### src/common/hci_params.svh
`ifndef HCI_PARAMS_SVH
`define HCI_PARAMS_SVH

// ----------------------------------------
// Bus widths
// ----------------------------------------
`define HCI_ADDR_W 8
`define HCI_DATA_W 8

// ----------------------------------------
// Serial frame layout
// ----------------------------------------
`define HCI_SER_CMD_BITS 5'h08
`define HCI_SER_FRAME_BITS 5'h10
`define HCI_SER_CNT_W 5

// ----------------------------------------
// Synchroniser depth and pin count
// ----------------------------------------
`define HCI_SYNC_STAGES 2
`define HCI_PIN_W 23
// Idle pin levels: select, write strobe and data strobe high, shift clock low
`define HCI_PIN_RST 23'h580000

`endif

### src/common/hci_pkg.sv
`include "hci_params.svh"

package hci_pkg;

  // ----------------------------------------
  // Parallel access phases
  // ----------------------------------------
  typedef enum logic [1:0] {
    HCI_PAR_IDLE,
    HCI_PAR_WRITE,
    HCI_PAR_READ
  } hci_par_phase_t;

  // ----------------------------------------
  // Request toward the register bank
  // ----------------------------------------
  typedef struct packed {
    logic rd;
    logic wr;
    logic [`HCI_ADDR_W-1:0] addr;
    logic [`HCI_DATA_W-1:0] wdata;
  } hci_reg_req_t;

  // ----------------------------------------
  // Synchronised pin bundle
  // ----------------------------------------
  typedef struct packed {
    logic cs_n;
    logic sclk;
    logic serial_in;
    logic data_strobe_n;
    logic output_edge_select;
    logic bus_style_select;
    logic port_style_select;
    logic [`HCI_DATA_W-1:0] d_in;
    logic [`HCI_ADDR_W-1:0] addr;
  } hci_pins_t;

  // ----------------------------------------
  // Whole state of the port
  // ----------------------------------------
  typedef struct packed {
    logic sclk_q;
    hci_par_phase_t par_phase;
    logic [`HCI_SER_CNT_W-1:0] bit_cnt;
    logic [`HCI_DATA_W-1:0] cmd;
    logic [`HCI_DATA_W-1:0] sdata;
    logic [`HCI_DATA_W-1:0] sout;
    logic load_pending;
    logic serial_out;
    logic serial_oe;
    logic [`HCI_DATA_W-1:0] d_out;
    logic d_oe;
    hci_reg_req_t req;
  } hci_state_t;

endpackage : hci_pkg

### src/hw/hci_top.sv
// Functional notes
// - Bus-style strap low selects strobe-plus-direction, high selects separate read and write strobes.
// - The port answers only while the active-low select is held low.
// - In serial mode each input bit is captured on a rising shift-clock edge.
// - Serial output bits launch on rising edges when edge select is low, falling when high.
// - Strobe-plus-direction style samples the data bus as write data when strobe active, direction 0.
// - Strobe-plus-direction style drives read data when strobe active and direction 1.
// - In separate-strobe style the addressed register is driven while the read strobe is low and the write strobe high.
// - Port-style strap high selects the parallel port, low the serial port.
// - In separate-strobe style a low write strobe starts a write and the bus is sampled as data.
`include "hci_params.svh"

module hci_top (
  // Clock and reset
  input wire logic clk,
  input wire logic sys_rst,
  // Straps
  input wire logic port_style_select,
  input wire logic bus_style_select,
  input wire logic output_edge_select,
  // Control pins
  input wire logic cs_n,
  input wire logic sclk,
  input wire logic serial_in,
  input wire logic data_strobe_n,
  input wire logic [`HCI_ADDR_W-1:0] addr,
  // Data bus
  input wire logic [`HCI_DATA_W-1:0] d_in,
  output logic [`HCI_DATA_W-1:0] d_out,
  output logic d_oe,
  // Serial output
  output logic serial_out,
  output logic serial_oe,
  // Register bank side
  output logic reg_rd,
  output logic reg_wr,
  output logic [`HCI_ADDR_W-1:0] reg_addr,
  output logic [`HCI_DATA_W-1:0] reg_wdata,
  input wire logic [`HCI_DATA_W-1:0] reg_rd_data
);

  // ----------------------------------------
  // Pin synchronisation
  // ----------------------------------------
  hci_pkg::hci_pins_t pins_raw;
  hci_pkg::hci_pins_t pins;
  logic [`HCI_PIN_W-1:0] pins_sync;

  // All pins share one delay, so data and strobes stay aligned
  assign pins_raw = '{
    cs_n: cs_n,
    sclk: sclk,
    serial_in: serial_in,
    data_strobe_n: data_strobe_n,
    output_edge_select: output_edge_select,
    bus_style_select: bus_style_select,
    port_style_select: port_style_select,
    d_in: d_in,
    addr: addr
  };

  hci_sync #(
    .WIDTH(`HCI_PIN_W),
    .RST_VAL(`HCI_PIN_RST)
  ) u_sync (
    .clk(clk),
    .sys_rst(sys_rst),
    .async_in(pins_raw),
    .sync_out(pins_sync)
  );

  assign pins = pins_sync;

  // ----------------------------------------
  // State
  // ----------------------------------------
  hci_pkg::hci_state_t st;
  hci_pkg::hci_state_t next_st;

  logic sclk_rise;
  logic sclk_fall;
  logic launch_edge;
  logic wr_act;
  logic rd_act;

  // ----------------------------------------
  // Next state
  // ----------------------------------------
  always_comb
  begin
    next_st = st;
    next_st.req.rd = 1'b0;
    next_st.req.wr = 1'b0;
    next_st.sclk_q = pins.sclk;
    sclk_rise = pins.sclk & ~st.sclk_q;
    sclk_fall = ~pins.sclk & st.sclk_q;
    launch_edge = pins.output_edge_select ? sclk_fall : sclk_rise;
    // Shared pins: direction or write strobe, data strobe or read strobe
    if (pins.bus_style_select)
    begin
      wr_act = ~pins.serial_in;
      rd_act = ~pins.data_strobe_n & pins.serial_in;
    end
    else
    begin
      wr_act = ~pins.data_strobe_n & ~pins.serial_in;
      rd_act = ~pins.data_strobe_n & pins.serial_in;
    end

    if (pins.cs_n)
    begin
      // A deselect aborts any open access; a new frame needs a fresh select
      next_st.par_phase = hci_pkg::HCI_PAR_IDLE;
      next_st.bit_cnt = '0;
      next_st.load_pending = 1'b0;
      next_st.d_oe = 1'b0;
      next_st.serial_oe = 1'b0;
    end
    else if (pins.port_style_select)
    begin
      next_st.serial_oe = 1'b0;
      next_st.bit_cnt = '0;
      unique case (st.par_phase)
        hci_pkg::HCI_PAR_IDLE:
        begin
          next_st.d_oe = 1'b0;
          if (wr_act)
          begin
            next_st.par_phase = hci_pkg::HCI_PAR_WRITE;
            next_st.req.addr = pins.addr;
            next_st.req.wdata = pins.d_in;
          end
          else if (rd_act)
          begin
            next_st.par_phase = hci_pkg::HCI_PAR_READ;
            next_st.req.addr = pins.addr;
            next_st.req.rd = 1'b1;
          end
        end
        hci_pkg::HCI_PAR_WRITE:
        begin
          // Data is held from the last cycle the strobe was seen active
          if (wr_act)
          begin
            next_st.req.addr = pins.addr;
            next_st.req.wdata = pins.d_in;
          end
          else
          begin
            next_st.req.wr = 1'b1;
            next_st.par_phase = hci_pkg::HCI_PAR_IDLE;
          end
        end
        hci_pkg::HCI_PAR_READ:
        begin
          if (rd_act)
          begin
            next_st.d_oe = 1'b1;
            next_st.d_out = reg_rd_data;
          end
          else
          begin
            next_st.d_oe = 1'b0;
            next_st.par_phase = hci_pkg::HCI_PAR_IDLE;
          end
        end
        default:
        begin
          next_st.par_phase = hci_pkg::HCI_PAR_IDLE;
        end
      endcase
    end
    else
    begin
      next_st.par_phase = hci_pkg::HCI_PAR_IDLE;
      next_st.d_oe = 1'b0;
      if (st.load_pending)
      begin
        next_st.sout = reg_rd_data;
        next_st.load_pending = 1'b0;
      end
      if (sclk_rise && st.bit_cnt < `HCI_SER_FRAME_BITS)
      begin
        next_st.bit_cnt = st.bit_cnt + 5'h01;
        if (st.bit_cnt < `HCI_SER_CMD_BITS)
        begin
          next_st.cmd = {pins.serial_in, st.cmd[`HCI_DATA_W-1:1]};
        end
        else
        begin
          next_st.sdata = {pins.serial_in, st.sdata[`HCI_DATA_W-1:1]};
        end
        if (st.bit_cnt == `HCI_SER_CMD_BITS - 5'h01)
        begin
          next_st.req.addr = {1'b0, next_st.cmd[`HCI_DATA_W-1:1]};
          if (next_st.cmd[0])
          begin
            next_st.req.rd = 1'b1;
            next_st.load_pending = 1'b1;
          end
        end
        if (st.bit_cnt == `HCI_SER_FRAME_BITS - 5'h01 && !st.cmd[0])
        begin
          next_st.req.wdata = next_st.sdata;
          next_st.req.wr = 1'b1;
        end
      end
      // Launch skips the edge that closes the command byte
      if (launch_edge && st.cmd[0] && !st.load_pending && st.bit_cnt >= `HCI_SER_CMD_BITS)
      begin
        next_st.serial_out = st.sout[0];
        next_st.sout = {1'b0, st.sout[`HCI_DATA_W-1:1]};
        next_st.serial_oe = 1'b1;
      end
    end
  end

  // ----------------------------------------
  // Registers
  // ----------------------------------------
  always_ff @(posedge clk or posedge sys_rst)
  begin
    if (sys_rst)
    begin
      st <= '{
        sclk_q: 1'b0,
        par_phase: hci_pkg::HCI_PAR_IDLE,
        bit_cnt: '0,
        cmd: '0,
        sdata: '0,
        sout: '0,
        load_pending: 1'b0,
        serial_out: 1'b0,
        serial_oe: 1'b0,
        d_out: '0,
        d_oe: 1'b0,
        req: '0
      };
    end
    else
    begin
      st <= next_st;
    end
  end

  // ----------------------------------------
  // Outputs
  // ----------------------------------------
  assign d_out = st.d_out;
  assign d_oe = st.d_oe;
  assign serial_out = st.serial_out;
  assign serial_oe = st.serial_oe;
  assign reg_rd = st.req.rd;
  assign reg_wr = st.req.wr;
  assign reg_addr = st.req.addr;
  assign reg_wdata = st.req.wdata;

endmodule : hci_top

### src/hw/hci_sync.sv
module hci_sync #(
  parameter int WIDTH = 1,
  parameter logic [WIDTH-1:0] RST_VAL = '0
) (
  // Clock and reset
  input wire logic clk,
  input wire logic sys_rst,
  // Pins
  input wire logic [WIDTH-1:0] async_in,
  output logic [WIDTH-1:0] sync_out
);

  // Stage one is read only by stage two
  logic [WIDTH-1:0] stage1;
  logic [WIDTH-1:0] stage2;

  always_ff @(posedge clk or posedge sys_rst)
  begin
    if (sys_rst)
    begin
      // Reset to the idle levels, so no false select or strobe follows reset
      stage1 <= RST_VAL;
      stage2 <= RST_VAL;
    end
    else
    begin
      stage1 <= async_in;
      stage2 <= stage1;
    end
  end

  assign sync_out = stage2;

endmodule : hci_sync

### config.mk
export PLATFORM = sky130hd
export DESIGN_NAME = hci_top
export DESIGN_NICKNAME = d
export VERILOG_FILES = /design/src/common/hci_pkg.sv /design/src/hw/hci_top.sv /design/src/hw/hci_sync.sv
export VERILOG_INCLUDE_DIRS = /design/src /design/src/common
export SDC_FILE = /design/constraint.sdc
export NUM_CORES = 1
export LEC_CHECK = 0
export BUFFER_PORTS_ARGS = -buffer_cell sky130_fd_sc_hd__buf_2
export CAP_MARGIN = 20
export CORE_ASPECT_RATIO = 1.4
export CORE_UTILIZATION = 35
export DETAILED_ROUTE_END_ITERATION = 16
export GPL_ROUTABILITY_DRIVEN = 0
export GPL_TIMING_DRIVEN = 0
export SLEW_MARGIN = 20
export SYNTH_ARGS = -nofsm -noshare
export SYNTH_HDL_FRONTEND = slang
export SYNTH_SLANG_ARGS = --single-unit
### constraint.sdc
create_clock -name clk -period 3.1 [get_ports clk]
set_input_delay 0.31 -clock clk [delete_from_list [all_inputs] [get_ports clk]]
set_output_delay 0.31 -clock clk [all_outputs]
set_load 0.05 [all_outputs]
==> results.md <==
- The final critical-path share of the clock period is 0.6978.
- STA classifies the critical path endpoint as a flop.
- Setup repair after global routing left no endpoint under its margin.
- Detailed placement finished with a half-perimeter wire length of ~5.3 mm.
- In the synthesized netlist, the number of instances is just over 300.
- In the final design database the tool counted between 400 and 500 nets.
- The remaining global-route overflow is 0.
- For this run, the number of Yosys warnings is 0.
- The share of post-route cells with drive strength above 1 is 0.4375.
- With fillers left out, the area of the finished cells amounts to between 5000 and 6000 um2.
- For this configuration, the core starts out at a cell density of 0.3586.
- The relative slew slack is 0.5627.
- The area inside the core boundary is 11760 um2.
- The first global-routing pass estimated ~12 mm of wire.
- The largest buffer count on any clock path is 2.
- The run finished with clean final reports.
- The pin slew with the least headroom to its limit is about 650 ps.
- The max-slew violation total from the final report is 0.
- The largest net degree at the start of global routing is 35.
- The clock-pin slew of the registers on the worst-case setup and hold paths is roughly 70 ps.
- The level count of the clock H-tree is 3.
- Pin placement for this block handled a little over 60 I/O pins.
- Relative to the synthesized area, the layout overhead comes to 20.71%.
- The peak fanout along the critical path is 8.
- The number of buffers and inverters on the critical path is 0.
- In this run the cell area measured after placement is between 4000 and 5000 um2.
- Max-cap violations in this run came to 0.
- The remaining antenna violation count is 0.
- The setup TNS is 0 ps.
- TritonCTS created 9 clock buffers.
- The peak supply drop is 0.0002911 V.
- The category of the worst setup path launch point is a flop.
- The DRC violation count after routing is 0.
- The synthesis-stage register bit count is ~110.
- The layer with the highest usage is met2.
- The mean instance size in the synthesized netlist is roughly 14 um2.
- The global-route track usage on met2 is 0.2130.
- The critical path goes through ha_1, and3_1, ha_1, and4_1, a21oi_2, mux2_2.
- The total number of vias is between 2000 and 2500.
- The maximum operating frequency is approximately 460 MHz.
- The overall die height is roughly 130 um.
- The cts-stage hold buffer count is 0.
- The most numerous cell on the critical path is sky130_fd_sc_hd__ha_1.
- The library cell contributing the largest single delay on the critical path is sky130_fd_sc_hd__dfrtp_1.
- The clock latency at the later pin of the worst-skew pair is between 300 and 400 ps.
- The overall track demand over capacity in global routing is 0.1301.
- The number of buffers inserted by post-CTS setup repair is 0.
- The clock period could shrink to between 2000 and 2500 ps.
- At the worst endpoint, the required time is roughly 3300 ps.
- The floorplan has 47 rows.
- The final-report hold violation count is 0.
- The sequential area share after synthesis is 0.6425.
- The arrival time of the worst setup path is approximately 2400 ps.
- The clock sink count is between 100 and 150.
- The horizontal extent of the die is 94.78 um.
- The leakage power is between 0.002 and 0.003 uW.
- The clock tree from TritonCTS is yes.
- For this run, global-route usage on met1 was measured as 0.1592.
- The critical path start-end classification is reg -> reg.
- In the global route stage, met3 resource usage came out at 0.03864.
- The total nets after synthesis is 340.
- The overall power consumption is about 3200 uW.
- Leaving out fill and tap cells, the most frequent cells in the layout are 102 x sky130_fd_sc_hd__dfrtp_1, 63 x sky130_fd_sc_hd__buf_2, 40 x sky130_fd_sc_hd__mux2_2.
- The repair_antennas step left the layout with diodes totalling 0.
- The leading cell type in the layout, fill and taps excluded is sky130_fd_sc_hd__dfrtp_1.
- The via density per instance is about 4.6.
- The CTS root buffer is sky130_fd_sc_hd__clkbuf_16.
- The filler cell count is approximately 1100.
- The via count of the first global-routing pass is approximately 2600.
- The final-report setup violation count is 0.
- The die outline area is 12500 um2.
- The power per standard cell area is approximately 630 nW/um2.
- For this block, the initial DRC count from the detailed router was 72.
- The total wire length after detailed routing is between 7 and 8 mm.
- The setup clock skew after layout is 10.54 ps.
- The number of buffer cells added on primary ports is 61.
- The post-cts resize count is 0.
- The largest single stage delay on the critical path is around 420 ps.
- The number of distinct library cells after synthesis is 36.
- In this design, the largest share of critical-path delay is due to adder cells.
- In this run the worst hold path is classified as in -> async.
- The detailed-routing iteration count for the pre-antenna-repair pass is 8.
- The initial antenna violation count was 0.
- The mean routed wirelength per cell is ~14 um.
- In this run the cell area of the synthesized design comes to 4218 um2.
[cell families (layout without fill, tap and decap cells)]
logic type,Yosys count,in the layout,synth area share
mux,56,56,0.1448
xor+xnor,3,3,0.006231
compound gates,42,42,0.07061
buf+inv,39,119,0.05933
simple gates,53,53,0.06763
flops,108,108,0.6425
fa+ha+maj,3,3,0.008900
[cells in the mapped netlist]
library cell / instances / area, um2
sky130_fd_sc_hd__dfrtp_1: 102 / 2552
sky130_fd_sc_hd__mux2_2: 40 / 450.4
sky130_fd_sc_hd__buf_4: 25 / 187.7
sky130_fd_sc_hd__nand2_1: 20 / 75.07
sky130_fd_sc_hd__o21ai_0: 18 / 90.09
sky130_fd_sc_hd__mux2i_1: 16 / 160.2
sky130_fd_sc_hd__nor2_1: 12 / 45.04
sky130_fd_sc_hd__inv_1: 8 / 30.03
sky130_fd_sc_hd__o22ai_1: 8 / 50.05
sky130_fd_sc_hd__a2bb2oi_1: 7 / 61.31
sky130_fd_sc_hd__dfstp_2: 6 / 157.7
sky130_fd_sc_hd__a21oi_1: 3 / 15.01
sky130_fd_sc_hd__ha_1: 3 / 37.54
sky130_fd_sc_hd__nand2b_1: 3 / 18.77
sky130_fd_sc_hd__nor2_2: 3 / 18.77
sky130_fd_sc_hd__a31o_2: 2 / 17.52
sky130_fd_sc_hd__buf_2: 2 / 10.01
sky130_fd_sc_hd__clkbuf_1: 2 / 7.510
sky130_fd_sc_hd__nand3b_1: 2 / 15.01
sky130_fd_sc_hd__nand4_1: 2 / 12.51
sky130_fd_sc_hd__nor2b_1: 2 / 12.51
sky130_fd_sc_hd__nor3b_4: 2 / 37.54
sky130_fd_sc_hd__or2_2: 2 / 12.51
sky130_fd_sc_hd__xor2_1: 2 / 17.52
sky130_fd_sc_hd__a2111o_1: 1 / 11.26
sky130_fd_sc_hd__a21oi_2: 1 / 8.760
sky130_fd_sc_hd__a21oi_4: 1 / 16.27
sky130_fd_sc_hd__a32oi_4: 1 / 27.53
sky130_fd_sc_hd__and3_1: 1 / 6.260
sky130_fd_sc_hd__and4_1: 1 / 8.760
sky130_fd_sc_hd__buf_6: 1 / 11.26
sky130_fd_sc_hd__clkinv_1: 1 / 3.750
sky130_fd_sc_hd__nand3_1: 1 / 5.000
sky130_fd_sc_hd__or3b_1: 1 / 8.760
sky130_fd_sc_hd__or3b_2: 1 / 8.760
sky130_fd_sc_hd__xnor2_1: 1 / 8.760
[per-layer routing]
| layer | part of all wire | wire length (um) |
|---|---|---|
| met1 | 0.42 | 3085 |
| met2 | 0.52 | 3776 |
| met4 | 0.018 | 129 |
| met3 | 0.037 | 269 |
| met5 | 0 | 0 |
[report_power, final]
| group | total, uW | internal [uW] | switching (uW) |
|---|---|---|---|
| combinational | 461 | 181 | 280 |
| sequential | 1570 | 1510 | 59.9 |
| clock | 1160 | 672 | 492 |
| total | 3200 | 2370 | 832 |
[path summary, 6_finish.rpt]
path | from | end | slack, ps | cells past startpoint
worst max-delay path | st[54] | reg_wdata[2] | 940 | 6
worst min-delay path | sys_rst | st[50] | 60 | 2
worst max register to register | st[54] | reg_wdata[2] | 940 | 6
worst min register to register | u_sync.stage1[4] | u_sync.sync_out[4] | 350 | 0
max in group asynchronous | sys_rst | u_sync.sync_out[20] | 2400 | 3
min in group clk | serial_in | u_sync.stage1[20] | 60 | 1
[cell type report]
class / count / area, um2 / area share
Buffer: 30 / 216.5 / 0.04252
Clock buffer: 11 / 252.7 / 0.04964
Clock inverter: 5 / 60.06 / 0.01180
Inverter: 9 / 37.54 / 0.007373
Multi-Input combinational cell: 157 / 1257 / 0.2470
Sequential cell: 108 / 2710 / 0.5323
Tap cell: 147 / 183.9 / 0.03613
Timing Repair Buffer: 64 / 372.9 / 0.07324
[state kept, by name, summed over array words and instances (netlist names)]
name,count
d_out,8
u_sync.sync_out,23
serial_out,1
reg_addr,8
u_sync.stage1,23
st,33
reg_wdata,8
reg_wr,1
d_oe,1
serial_oe,1
reg_rd,1
[metrics by stage]
stage	std cells	util	setup WS (ps)	hold WS (ps)
after global placement	512	0.4005	803.7	332.6
after CTS	531	0.4329	898.0	48.30
after detailed placement	515	0.4063	920.0	335.5
after global routing	531	0.4329	810.0	36.62
final	531	0.4329	936.9	58.50
after floorplan	304	-	1145	314.5
Power figures use the tool's default switching activity.
